[config.mk]
export PLATFORM = sky130hd
export DESIGN_NAME = cgd_clock_ctrl
export DESIGN_NICKNAME = d
export VERILOG_FILES = /design/src/cgd_pkg.sv /design/src/cgd_clock_ctrl.sv
export SDC_FILE = /design/constraint.sdc
export NUM_CORES = 1
export LEC_CHECK = 0
export ABC_AREA = 1
export BUFFER_PORTS_ARGS = -buffer_cell sky130_fd_sc_hd__buf_4
export CAP_MARGIN = 20
export CORE_UTILIZATION = 40
export DETAILED_ROUTE_END_ITERATION = 8
export PLACE_DENSITY = 0.58
export SLEW_MARGIN = 40
export SYNTH_ARGS = -nofsm -noshare
export SYNTH_HDL_FRONTEND = slang
export SYNTH_SLANG_ARGS = --single-unit
[constraint.sdc]
create_clock -name CLK -period 1.6 [get_ports CLK]
set_input_delay 0.16 -clock CLK [delete_from_list [all_inputs] [get_ports CLK]]
set_output_delay 0.16 -clock CLK [all_outputs]
set_load 0.02 [all_outputs]
[src/cgd_pkg.sv]
// Constants, field layout and state types of the clock gate, select and divide block
package cgd_pkg;
	localparam logic [11:0] INTC_CTRL_OFS = 12'h850;
	localparam logic [11:0] INTC_DIV_OFS  = 12'h854;
	localparam logic [11:0] PERI_CTRL_OFS = 12'h870;
	localparam logic [11:0] PERI_DIV_OFS  = 12'h874;

	localparam int DLY_LSB    = 24;
	localparam int SELCUR_LSB = 8;
	localparam int SEL_LSB    = 0;
	localparam int DIVCUR_LSB = 16;
	localparam int DIVREQ_LSB = 0;

	localparam logic [7:0] SEL_GATED = 8'h00;
	localparam logic [7:0] SEL_REF   = 8'h01;
	localparam logic [7:0] SEL_PLL   = 8'h02;

	localparam logic [7:0] SEL_RST    = 8'h01;
	localparam logic [7:0] DLY_RST    = 8'h00;
	localparam logic [4:0] DIVREQ_RST = 5'h1f;

	localparam int CH_INTC = 0;
	localparam int CH_PERI = 1;

	typedef enum logic [1:0] {
		GS_RUN   = 2'b00,
		GS_COUNT = 2'b01,
		GS_GATED = 2'b11
	} gate_state_type;

	typedef struct packed {
		logic [7:0]     sel;
		logic [7:0]     dly;
		logic [4:0]     divreq;
		logic [7:0]     selcur;
		logic [4:0]     divcur;
		logic [4:0]     divcnt;
		logic [7:0]     dlycnt;
		gate_state_type gst;
		logic           clk_en;
	} cgd_chan_type;

	// Sync bit order: 0 reference, 1 system PLL, 2 intc PLL, 4:3 clock required
	typedef struct packed {
		logic [4:0]            sy1;
		logic [4:0]            sy2;
		logic [2:0]            sy3;
		logic [31:0]           prdata;
		cgd_chan_type [1:0]    ch;
	} cgd_state_type;
endpackage : cgd_pkg

[src/cgd_clock_ctrl.sv]
// Clock source select, divide and delayed gate request for the intc and peripheral clocks
// Functional notes
// - Top control byte holds gate entry delay, 0 to 255 cycles before gate request.
// - Low control byte selects source: 0 gated, 1 reference clock, 2 PLL (intc PLL for intc, system PLL for peripheral).
// - Bits 15:8 report the source in use, only ever 0, 1 or 2.
// - Divider request field value plus one is the requested division ratio.
// - Bits 20:16 read back the ratio in use, minus one.
// - Divider ratio applies to the PLL source, select encoding two.
// - Intc clock divides its dedicated PLL input; divider in use reads back.
//
// The APB interface to the registers was decided locally.
module cgd_clock_ctrl (
	input  wire logic        CLK,
	input  wire logic        NRST,
	input  wire logic        PSEL,
	input  wire logic        PENABLE,
	input  wire logic        PWRITE,
	input  wire logic [11:0] PADDR,
	input  wire logic [31:0] PWDATA,
	output logic      [31:0] PRDATA,
	output logic             PREADY,
	output logic             PSLVERR,
	input  wire logic        REFERENCE_CLOCK,
	input  wire logic        SYSTEM_PLL_CLOCK,
	input  wire logic        INTC_PLL_CLOCK,
	input  wire logic [1:0]  CLK_REQUIRED,
	output logic             INTC_CLOCK_EN,
	output logic             PERIPHERAL_CLOCK_EN,
	output logic [1:0]       GATE_REQUEST
);
	cgd_pkg::cgd_state_type r;
	cgd_pkg::cgd_state_type n;
	logic [2:0]  tick;
	logic        setup_ph;
	logic        wr_acc;
	logic        mapped;

	assign setup_ph = PSEL && !PENABLE;
	assign wr_acc   = PSEL && PENABLE && PWRITE;
	assign mapped   = (PADDR == cgd_pkg::INTC_CTRL_OFS) || (PADDR == cgd_pkg::INTC_DIV_OFS) ||
	                  (PADDR == cgd_pkg::PERI_CTRL_OFS) || (PADDR == cgd_pkg::PERI_DIV_OFS);
	// Edge of a synchronised source marks one source period; the first stage feeds only the second
	assign tick     = r.sy2[2:0] & ~r.sy3;

	always_comb begin
		logic        pll_tick;
		logic        req;
		logic        en;
		logic [31:0] rd;
		pll_tick = 1'b0;
		req      = 1'b0;
		en       = 1'b0;
		rd       = 32'h0000_0000;
		n        = r;
		n.sy1    = {CLK_REQUIRED, INTC_PLL_CLOCK, SYSTEM_PLL_CLOCK, REFERENCE_CLOCK};
		n.sy2    = r.sy1;
		n.sy3    = r.sy2[2:0];
		for (int i = 0; i < 2; i++) begin
			// Intc channel divides its own PLL, the peripheral channel the system PLL
			pll_tick = (i == cgd_pkg::CH_INTC) ? tick[2] : tick[1];
			req      = r.sy2[3 + i];
			en       = 1'b0;
			// A reserved choice leaves the source in use untouched
			if (r.ch[i].sel <= cgd_pkg::SEL_PLL) begin
				n.ch[i].selcur = r.ch[i].sel;
			end
			if (r.ch[i].selcur == cgd_pkg::SEL_PLL) begin
				if (pll_tick) begin
					if (r.ch[i].divcnt == r.ch[i].divcur) begin
						en              = 1'b1;
						n.ch[i].divcnt  = 5'h00;
						// New ratio only at a period boundary, so no runt pulse
						n.ch[i].divcur  = r.ch[i].divreq;
					end else begin
						n.ch[i].divcnt = r.ch[i].divcnt + 5'h01;
					end
				end
			end else begin
				n.ch[i].divcur = r.ch[i].divreq;
				n.ch[i].divcnt = 5'h00;
			end
			case (r.ch[i].selcur)
				cgd_pkg::SEL_REF: en = tick[0];
				cgd_pkg::SEL_PLL: en = en;
				default:          en = 1'b0;
			endcase
			n.ch[i].clk_en = en && (r.ch[i].gst != cgd_pkg::GS_GATED);
			case (r.ch[i].gst)
				cgd_pkg::GS_RUN: begin
					if (!req) begin
						n.ch[i].dlycnt = 8'h01;
						n.ch[i].gst    = (r.ch[i].dly == 8'h00) ? cgd_pkg::GS_GATED : cgd_pkg::GS_COUNT;
					end
				end
				cgd_pkg::GS_COUNT: begin
					if (req) begin
						n.ch[i].gst = cgd_pkg::GS_RUN;
					end else if (r.ch[i].dlycnt >= r.ch[i].dly) begin
						n.ch[i].gst = cgd_pkg::GS_GATED;
					end else begin
						n.ch[i].dlycnt = r.ch[i].dlycnt + 8'h01;
					end
				end
				cgd_pkg::GS_GATED: begin
					if (req) begin
						n.ch[i].gst = cgd_pkg::GS_RUN;
					end
				end
				default: n.ch[i].gst = cgd_pkg::GS_RUN;
			endcase
		end
		if (wr_acc) begin
			case (PADDR)
				cgd_pkg::INTC_CTRL_OFS: begin
					n.ch[cgd_pkg::CH_INTC].sel = PWDATA[cgd_pkg::SEL_LSB +: 8];
					n.ch[cgd_pkg::CH_INTC].dly = PWDATA[cgd_pkg::DLY_LSB +: 8];
				end
				cgd_pkg::INTC_DIV_OFS:  n.ch[cgd_pkg::CH_INTC].divreq = PWDATA[cgd_pkg::DIVREQ_LSB +: 5];
				cgd_pkg::PERI_CTRL_OFS: begin
					n.ch[cgd_pkg::CH_PERI].sel = PWDATA[cgd_pkg::SEL_LSB +: 8];
					n.ch[cgd_pkg::CH_PERI].dly = PWDATA[cgd_pkg::DLY_LSB +: 8];
				end
				cgd_pkg::PERI_DIV_OFS:  n.ch[cgd_pkg::CH_PERI].divreq = PWDATA[cgd_pkg::DIVREQ_LSB +: 5];
				default: ;
			endcase
		end
		// Read data is captured in the setup cycle and stands through the access phase
		if (setup_ph) begin
			case (PADDR)
				cgd_pkg::INTC_CTRL_OFS, cgd_pkg::PERI_CTRL_OFS: begin
					rd[cgd_pkg::DLY_LSB +: 8]    = r.ch[PADDR[5]].dly;
					rd[cgd_pkg::SELCUR_LSB +: 8] = r.ch[PADDR[5]].selcur;
					rd[cgd_pkg::SEL_LSB +: 8]    = r.ch[PADDR[5]].sel;
				end
				cgd_pkg::INTC_DIV_OFS, cgd_pkg::PERI_DIV_OFS: begin
					rd[cgd_pkg::DIVCUR_LSB +: 5] = r.ch[PADDR[5]].divcur;
					rd[cgd_pkg::DIVREQ_LSB +: 5] = r.ch[PADDR[5]].divreq;
				end
				default: rd = 32'h0000_0000;
			endcase
			n.prdata = rd;
		end
	end

	always_ff @(posedge CLK or negedge NRST) begin
		if (!NRST) begin
			r        <= '0;
			// Required inputs leave reset as required, so release raises no false gate request
			r.sy1[4:3] <= 2'b11;
			r.sy2[4:3] <= 2'b11;
			for (int i = 0; i < 2; i++) begin
				r.ch[i].sel    <= cgd_pkg::SEL_RST;
				r.ch[i].dly    <= cgd_pkg::DLY_RST;
				r.ch[i].divreq <= cgd_pkg::DIVREQ_RST;
				r.ch[i].selcur <= cgd_pkg::SEL_RST;
				r.ch[i].divcur <= cgd_pkg::DIVREQ_RST;
				r.ch[i].gst    <= cgd_pkg::GS_RUN;
			end
		end else begin
			r <= n;
		end
	end

	assign PRDATA              = r.prdata;
	assign PREADY              = 1'b1;
	assign PSLVERR             = PSEL && PENABLE && !mapped;
	assign INTC_CLOCK_EN       = r.ch[cgd_pkg::CH_INTC].clk_en;
	assign PERIPHERAL_CLOCK_EN = r.ch[cgd_pkg::CH_PERI].clk_en;
	assign GATE_REQUEST[0]     = (r.ch[0].gst == cgd_pkg::GS_GATED);
	assign GATE_REQUEST[1]     = (r.ch[1].gst == cgd_pkg::GS_GATED);

	// Per channel: a helper counts the cycles the synchronised required level has been low,
	// so the gate delay is judged against the level the state machine really sees
	genvar g;
	generate
		for (g = 0; g < 2; g++) begin : g_chan
			logic [8:0] low_cnt;

			// Saturates above the largest delay, so a long idle stretch cannot wrap
			always_ff @(posedge CLK or negedge NRST) begin
				if (!NRST) begin
					low_cnt <= 9'h000;
				end else if (r.sy2[3 + g]) begin
					low_cnt <= 9'h000;
				end else if (low_cnt != 9'h1ff) begin
					low_cnt <= low_cnt + 9'h001;
				end
			end

		end
	endgenerate
endmodule : cgd_clock_ctrl

==> run metrics, run 1 <==
pwr dens 981 mW/mm^2; Port Buffers 71; cell count after placement 1227; outcome complete, but fails checks; Slew Viols, Final 0; final wirelength 17.1 mm; Die Ht 138 um; Fillers 1720; final setup vio count 0; Final Hold Vio Count 0; max frequency 0.635 GHz; TritonCTS clock tree built; GRT Residual Overflow 0; CTS sink cnt 142; crit-path max FO 5; Leakage 4.68 nW; failing checks DRC; Cell Area, Synth 0.00744 sq mm; most common cell in the netlist nand2_1; vias in the first global route 5536; ys async rst share 1.00; syn avg cell area 8.00 sq um; Final GP Congestion 0.854; slew margin rel. 0.655; multi-input logic area 0.00332 sq mm; Worst setup EP type flop; number of synthesized flops with an enable pin 0; min Tclk post-route 1.57 ns; Worst EP arrival 1.89 ns; first-pass GRT wire length 28.1 mm; vias 5933; CP required 1.92 ns; Crit Path Class reg2reg; Seq cells post-synth 142; WHS 0.0121 ns; clk_lat worst skew 0.43 ns; CTS clk-pin slew, worst paths 0.06 ns; root buf cell clkbuf_16; Post-Syn Instances 931; synth top area cells dfrtp_1, nand2_1, dfstp_2, inv_1, nand3_1; VDD IR max 717 uV; Slew @ Worst Pin 0.516 ns; initial antenna violation count 0; leading area contributor after synthesis dfrtp_1; clk_skew 0.00968 ns; Max Buffers Root-to-Sink 2; Register Area 0.00359 sq mm; vias per inst 4.67; number of CTS-inserted buffers 17; register area share after synthesis 0.482; Max Cap Violations 0; GRT Total Usage 0.187; Placed Area 0.00834 sq mm; Routed Antenna Nets 0; Post-route DRC 16; die area 0.0192 sq mm; share of cells above drive strength 1 0.266; Die W 138 um; Area Overhead vs Synth 24.1%; Core Region 0.0181 sq mm; most instantiated cells after synthesis nand2_1, dfrtp_1, inv_1; hpwl dp 12.3 mm; Yosys cell types 35; hold crit path type in2reg; Tcrit/Tclk final 0.984; initial core utilization 0.412; H-tree depth 4; Warnings, synthesis 0; Post-Layout Cell Count 1270; IO Pins 92; DR pass1 iterations 6; Synth top area share 0.383; Final nets 1102; r2r setup slk 0.03 ns; CP Launch Type flop; initial drt markers 420; RSZ-0062 raised after global routing yes; wire per inst 13.4 um; Post-Layout Inst Area 0.00924 sq mm; Std-Cell Rows 49; largest net degree at the start of global routing 51; main flop type after synthesis dfrtp_1; # diodes 0; final setup TNS 0 ns
-- layout by cell type, fill, tap and decap left out, types with 3 or more instances in the layout --
cell           count
xor2_1            12
buf_6              5
nand3_1           51
clkinvlp_4         4
nor2_2             6
xnor2_1           11
buf_12             5
nand3_2           17
nand4_1            9
dfstp_2           28
o21ai_2           28
nor2_1            71
clkbuf_16         17
dfrtp_1          114
nand2_2           11
nand2_4            4
inv_1             88
o21ai_0           33
inv_2             12
dlygate4sd3_1      6
o21ai_1            9
clkinv_2           3
a21oi_1           13
nand2_1          316
buf_4            116
clkbuf_1           3
conb_1             4
nor3_1             3
ha_4               6
ha_1              14
-- path summary, 6_finish.rpt --
path / start / to / cells past startpoint
setup / recovery: r[90]$_DFFE_PN0P_ / r[54]$_DFFE_PN0P_ / 10
hold / removal: PWDATA[6] / r[98]$_DFFE_PN0P_ / 3
setup reg to reg: r[90]$_DFFE_PN0P_ / r[54]$_DFFE_PN0P_ / 10
hold reg to reg: n[137]$_DFF_PN0_ / n[134]$_DFF_PN0_ / 0
max in group asynchronous: NRST / r[139]$_DFF_PN1_ / 3
min in group asynchronous: NRST / r[8]$_DFFE_PN0P_ / 2
-- power breakdown --
| part | switching (mW) | internal, mW | leakage (nW) |
|---|---|---|---|
| logic | 0.781 | 0.589 | 2.56 |
| clock network | 1.54 | 2.37 | 0.272 |
| registers | 0.0858 | 3.70 | 1.85 |
-- cell type report --
| class | count | area share |
|---|---|---|
| tap | 229 | 0.0310 |
| sequential | 142 | 0.389 |
| timing repair buffer | 132 | 0.118 |
| multi-input combinational | 635 | 0.359 |
| inverter | 100 | 0.0406 |
| clock buffer | 22 | 0.0503 |
| clock inverter | 10 | 0.0123 |
-- worst max-delay path, cell delays in order (launching register included) --
cell	delay (ns)
dfrtp_1	0.40
inv_1	0.08
ha_1	0.27
nand2_1	0.06
nor2_1	0.13
nand2_1	0.09
nand2_1	0.08
nand2_2	0.09
buf_6	0.16
nand3_2	0.05
nand2_1	0.05
-- logic make-up after synthesis --
group,after synthesis,synth area share
flip-flops,142,0.482
AND/OR/NAND/NOR,497,0.277
XOR/XNOR,23,0.0271
adder cells (fa/ha/maj),20,0.0336
other,2,0.00101
buffers and inverters,156,0.101
AO/OA/AOI/OAI,91,0.0783
-- metal layers --
metal / vias up / global-route usage / share of wire
met5: - / 0 / 0
met4: 0 / 0.0692 / 0.014
met3: 19 / 0.0371 / 0.035
met2: 90 / 0.271 / 0.43
met1: 2754 / 0.276 / 0.52
li1: 3070 / - / -
-- repair_timing --
item | in CTS | in global routing
cloned | 0 | 2
hold buffers | 6 | 0
setup endpoints to repair | 7 | 26
setup buffers | 0 | 3
resized for setup | 1 | 54
hold endpoints to repair | 66 | 0
pin swaps | 0 | 24
-- flip-flops by register name, summed over array words and instances, names as in the netlist --
| name | cells |
|---|---|
| n | 8 |
| r | 103 |
| PRDATA | 29 |
| PERIPHERAL_CLOCK_EN | 1 |
| INTC_CLOCK_EN | 1 |
-- per-stage QoR --
step	power [mW]	util	worst slack [ns]
after CTS	8.86	0.497	0.00393
after floorplan	4.45	-	0.0206
final	9.06	0.511	0.0253
after detailed placement	4.93	0.461	-0.0172
after global routing	9.51	0.511	-0.0987
after global placement	4.91	0.461	0.00303
No activity file was read; power rests on OpenSTA's default activity.
==> inputs of run 2 (changes only) <==
--- a/config.mk
+++ b/config.mk
@@ -10,7 +10,7 @@
 export CAP_MARGIN = 20
 export CORE_UTILIZATION = 40
 export DETAILED_ROUTE_END_ITERATION = 8
-export PLACE_DENSITY = 0.58
+export PLACE_DENSITY = 0.56
 export SLEW_MARGIN = 40
 export SYNTH_ARGS = -nofsm -noshare
 export SYNTH_HDL_FRONTEND = slang
==> constraint.sdc (replaced) <==
create_clock -name CLK -period 1.68 [get_ports CLK]
set_input_delay 0.168 -clock CLK [delete_from_list [all_inputs] [get_ports CLK]]
set_output_delay 0.168 -clock CLK [all_outputs]
set_load 0.02 [all_outputs]
==> run 2 against run 1 <==
The flow still finishes with violations (DRC). Critical path depth up 1. First-iteration DRC count shrank 14%. Core utilization increased by 0.30 points. Worst hold slack improved by 0.019 ns. Setup slack improved by 0.090 ns. Clock skew is essentially flat. Combinational power fell by 13%. Clock power grew 24%. Sequential cell count is the same. Clock-buffer cell count decreased by 1.
==> run metrics, run 2 (synthesis gave the netlist of run 1 again) <==
failing checks DRC; Max Cap Violations 0; slew margin rel. 0.653; Std-Cell Rows 49; CTS clk-pin slew, worst paths 0.06 ns; delay-heaviest family, CP simple AND/OR/NAND/NOR gates; share of cells above drive strength 1 0.244; largest reg by FF count r; initial drt markers 361; clk_lat worst skew 0.42 ns; Post-Layout Inst Area 0.00929 sq mm; critical-path cell list ha_4, nand2_2, nor2_2, nor2_1, nand2_1, nand2_1, nand2_1, nand2_2, nand2_4, nand2_2, nand2_1; CP most frequent cell nand2_1; Core Region 0.0181 sq mm; vias per inst 4.66; largest net degree at the start of global routing 50; pwr dens 1040 mW/mm^2; die area 0.0192 sq mm; Port Buffers 71; Worst setup EP type flop; Final Hold Vio Count 0; number of CTS-inserted buffers 17; GRT Total Usage 0.188; Tcrit/Tclk final 0.932; Max Buffers Root-to-Sink 2; final setup TNS 0 ns; most common cell after layout, fill and taps aside nand2_1; Routed Antenna Nets 0; r2r setup slk 0.12 ns; vias 5891; Util after Layout 0.514; Place WS 0.00446 ns; Worst Reg-to-Reg Cells 11; WHS 0.0312 ns; slowest stage delay, CP 0.45 ns; Area Overhead vs Synth 24.8%; DR pass1 iterations 7; Post-route DRC 12; RSZ-0062 raised after global routing yes; Leakage 4.73 nW; CP bufs+invs 0; CP Launch Type flop; TritonCTS clock tree built; final setup vio count 0; Slew @ Worst Pin 0.520 ns; min Tclk post-route 1.56 ns; VDD IR max 670 uV; cell count after placement 1217; GRT Residual Overflow 0; Crit Path Class reg2reg; WHS Endpoint r[35]$_DFFE_PN0P_; hold crit path type in2reg; Final GP Congestion 0.807; slowest CP cell dfrtp_2; Placed Area 0.00825 sq mm; root buf cell clkbuf_16; hpwl dp 12.4 mm; Reg-to-Reg End r[55]$_DFFE_PN0P_; most frequent cells in the layout nand2_1, dfrtp_1, buf_4; Post-Layout Cell Count 1265; wire per inst 13.5 um; initial antenna violation count 0; vias in the first global route 5566; Worst EP arrival 1.88 ns; number of flip-flops in the largest register 103; CTS sink cnt 142; max frequency 0.639 GHz; crit-path max FO 7; initial core utilization 0.412; r2r startpoint r[55]$_DFFE_PN0P_; post-layout total power 9.66 mW; CP startpoint r[55]$_DFFE_PN0P_; final setup margin 0.115 ns; IO Pins 92; Die Ht 138 um; outcome complete, but fails checks; CP required 1.99 ns; H-tree depth 4; # diodes 0; hold path startpoint PWDATA[25]; final wirelength 17.0 mm; Final nets 1097; Die W 138 um; Slew Viols, Final 0; first-pass GRT wire length 28.3 mm; clk_skew 0.00937 ns; WHS Path Cells 3
run 2: how the worst max path moves through the flow:
stage	endpoint	slack, ns	cells past startpoint
2_1_floorplan	r[10]$_DFFE_PN0P_	0.04	11
3_3_place_gp	r[60]$_DFFE_PN0P_	0.04	11
3_5_place_dp	r[56]$_DFFE_PN0P_	0.004	11
4_1_cts	r[60]$_DFFE_PN0P_	0.007	11
5_1_grt	r[57]$_DFFE_PN0P_	-0.03	11
6_report	r[55]$_DFFE_PN0P_	0.12	11
run 2: routing by layer:
layer  part of all wire  global-route usage  up-vias  routed length, um
li1                   -                   -     3072                  -
met1               0.52               0.275     2711               8920
met2               0.43               0.279       98               7310
met3              0.041              0.0440       10                691
met4             0.0077              0.0497        0                132
met5                  0                   0        -                  0
run 2: cell type report:
class	count	area, sq um
fillers	1722	8800
flip-flops and latches	142	3590
multi-input cells	635	3240
repair buffers	127	1040
clock buffers	21	450
inverters	100	375
clock inverters	11	308
well taps	229	287
run 2: power breakdown:
group	internal [mW]	switching [mW]	total, mW
Sequential	3.52	0.0776	3.60
Combinational	0.511	0.684	1.19
Clock	3.43	1.44	4.86
Total	7.46	2.20	9.66
run 2: worst register-to-register path, cell delays in order, from the launching register on:
cell and delay, ns:
dfrtp_2 0.45, ha_4 0.25, nand2_2 0.07, nor2_2 0.04
nor2_1 0.09, nand2_1 0.06, nand2_1 0.07, nand2_1 0.06
nand2_2 0.11, nand2_4 0.10, nand2_2 0.10, nand2_1 0.05
run 2: what timing repair did:
item	in CTS	in global routing
hold buffers	6	0
buffers inserted	0	8
setup endpoints to repair	0	25
endpoints found under the hold margin	43	0
gates resized for setup	0	35
==> inputs of run 3 (changes only) <==
==> constraint.sdc (replaced) <==
create_clock -name CLK -period 1.68 [get_ports CLK]
set_input_delay 0.336 -clock CLK [delete_from_list [all_inputs] [get_ports CLK]]
set_output_delay 0.336 -clock CLK [all_outputs]
set_load 0.02 [all_outputs]
==> run 3 against run 2 <==
The flow still finishes with violations (DRC). Clock-buffer cell count increased by 6. Final area decreased by 1.5%. Final cell count increased by 0.40%. Clock skew decreased by 0.0013 ns. Critical endpoint is now r[3]$_DFFE_PN0P_. Largest cell class unchanged. Highest routed layer unchanged.
==> run metrics, run 3 (synthesis gave the netlist of run 1 again) <==
outcome complete, but fails checks; failing checks DRC; IO Pins 92; CP required 1.99 ns; Std-Cell Rows 49; pwr dens 925 mW/mm^2; first-pass GRT wire length 29.3 mm; Internal Power 6.29 mW; vias in the first global route 5607; Max Buffers Root-to-Sink 2; VDD IR max 635 uV; GRT Residual Overflow 0; Routed Antenna Nets 0; Post-route DRC 12; Port Buffers 71; initial drt markers 349; root buf cell clkbuf_16; share of cells above drive strength 1 0.256; DR pass1 iterations 7; vias 5912; most common cell after layout, fill and taps aside nand2_1; number of CTS-inserted buffers 17; Final Hold Vio Count 0; critical-path cell list inv_1, ha_1, nand2_1, nor2_1, nor2_1, nand2_1, nand2_2, nand2_2, nand2_2, buf_6, nand3_1, nand2_1; Post-Layout Inst Area 0.00915 sq mm; # diodes 0; initial antenna violation count 0; hold crit path type in2reg; Die W 138 um; Tcrit/Tclk final 0.931; die area 0.0192 sq mm; largest reg by FF count r; sw frac 0.256; H-tree depth 4; CTS sink cnt 142; max frequency 0.639 GHz; GRT Total Usage 0.196; Placed Area 0.00835 sq mm; Max Cap Violations 0; CP bufs+invs 2; TritonCTS clock tree built; slowest stage delay, CP 0.34 ns; Core Region 0.0181 sq mm; clk_skew 0.00808 ns; P_sw 2.17 mW; Clk pwr share 0.433; number of flip-flops in the largest register 103; Leakage 4.69 nW; crit-path max FO 5; Final GP Congestion 0.804; vias per inst 4.66; delay-heaviest family, CP simple AND/OR/NAND/NOR gates; slowest CP cell dfrtp_1; Worst setup EP type flop; Crit Path Class reg2reg; largest net degree at the start of global routing 49; final setup vio count 0; clk_lat worst skew 0.42 ns; post-layout total power 8.46 mW; Area Overhead vs Synth 23.0%; logic gate share of total power 0.143; Final nets 1102; CP Launch Type flop; RSZ-0062 raised after global routing yes; wire per inst 13.8 um; hpwl dp 12.8 mm; Seq pwr share 0.424; min Tclk post-route 1.56 ns; most frequent cells in the layout nand2_1, buf_4, dfrtp_1; Worst EP arrival 1.87 ns; CTS clk-pin slew, worst paths 0.06 ns; WHS 0.0198 ns; Die Ht 138 um; initial core utilization 0.412; Slew Viols, Final 0; final wirelength 17.5 mm
[run 3: worst register-to-register path, cell delays in order (launching register included)]
cell     delay, ns
dfrtp_1       0.34
inv_1         0.07
ha_1          0.28
nand2_1       0.06
nor2_1        0.10
nor2_1        0.04
nand2_1       0.06
nand2_2       0.07
nand2_2       0.08
nand2_2       0.09
buf_6         0.15
nand3_1       0.06
nand2_1       0.06
[run 3: area by class of cell]
type	count	area (sq um)
flip-flops and latches	142	3590
inverters	100	375
fillers	1742	8930
multi-input cells	635	3250
well taps	229	287
clock inverters	5	52.6
clock buffers	27	523
repair buffers	132	1070
[run 3: timing repair]
item | 4_1_cts | 5_1_grt
hold buffers | 1 | 0
setup buffers | 0 | 6
gates resized for setup | 0 | 43
hold endpoints to repair | 20 | 0
setup endpoints to repair | 0 | 27
[run 3: final timing paths]
path                              startpoint                end  slack, ns  depth (start not counted)
hold reg to reg             n[136]$_DFF_PN0_   n[133]$_DFF_PN0_       0.35                          0
min in group asynchronous               NRST  r[54]$_DFFE_PN0P_       0.44                          2
hold / removal               CLK_REQUIRED[0]   n[138]$_DFF_PN1_       0.02                          1
setup / recovery           r[36]$_DFFE_PN0P_   r[3]$_DFFE_PN0P_       0.12                         12
max in group asynchronous               NRST  r[71]$_DFFE_PN1P_       0.62                          3
setup reg to reg           r[36]$_DFFE_PN0P_   r[3]$_DFFE_PN0P_       0.12                         12
[run 3: per-stage QoR]
stage          TNS (ns)   util  worst slack (ns)  instances
2_1_floorplan         0      -            0.0353        933
3_3_place_gp          0  0.462            0.0496       1229
3_5_place_dp          0  0.462            0.0321       1229
4_1_cts               0  0.494            0.0215       1262
5_1_grt          -0.112  0.506           -0.0172       1270
6_report              0  0.506             0.115       1270
[run 3: layer usage]
metal / track usage / routed length (um)
met2: 0.286 / 7650
met4: 0.0509 / 111
met5: 0 / 0
met1: 0.293 / 9160
met3: 0.0405 / 601
[run 3: power by group through the flow]
stage | clock [mW] | combinational, mW | sequential, mW
floorplan | 0 | 0.577 | 3.65
global placement | 0 | 1.04 | 3.65
detailed placement | 0 | 1.05 | 3.65
CTS | 3.73 | 1.06 | 3.59
global route | 3.89 | 1.37 | 3.60
finish | 3.66 | 1.21 | 3.59
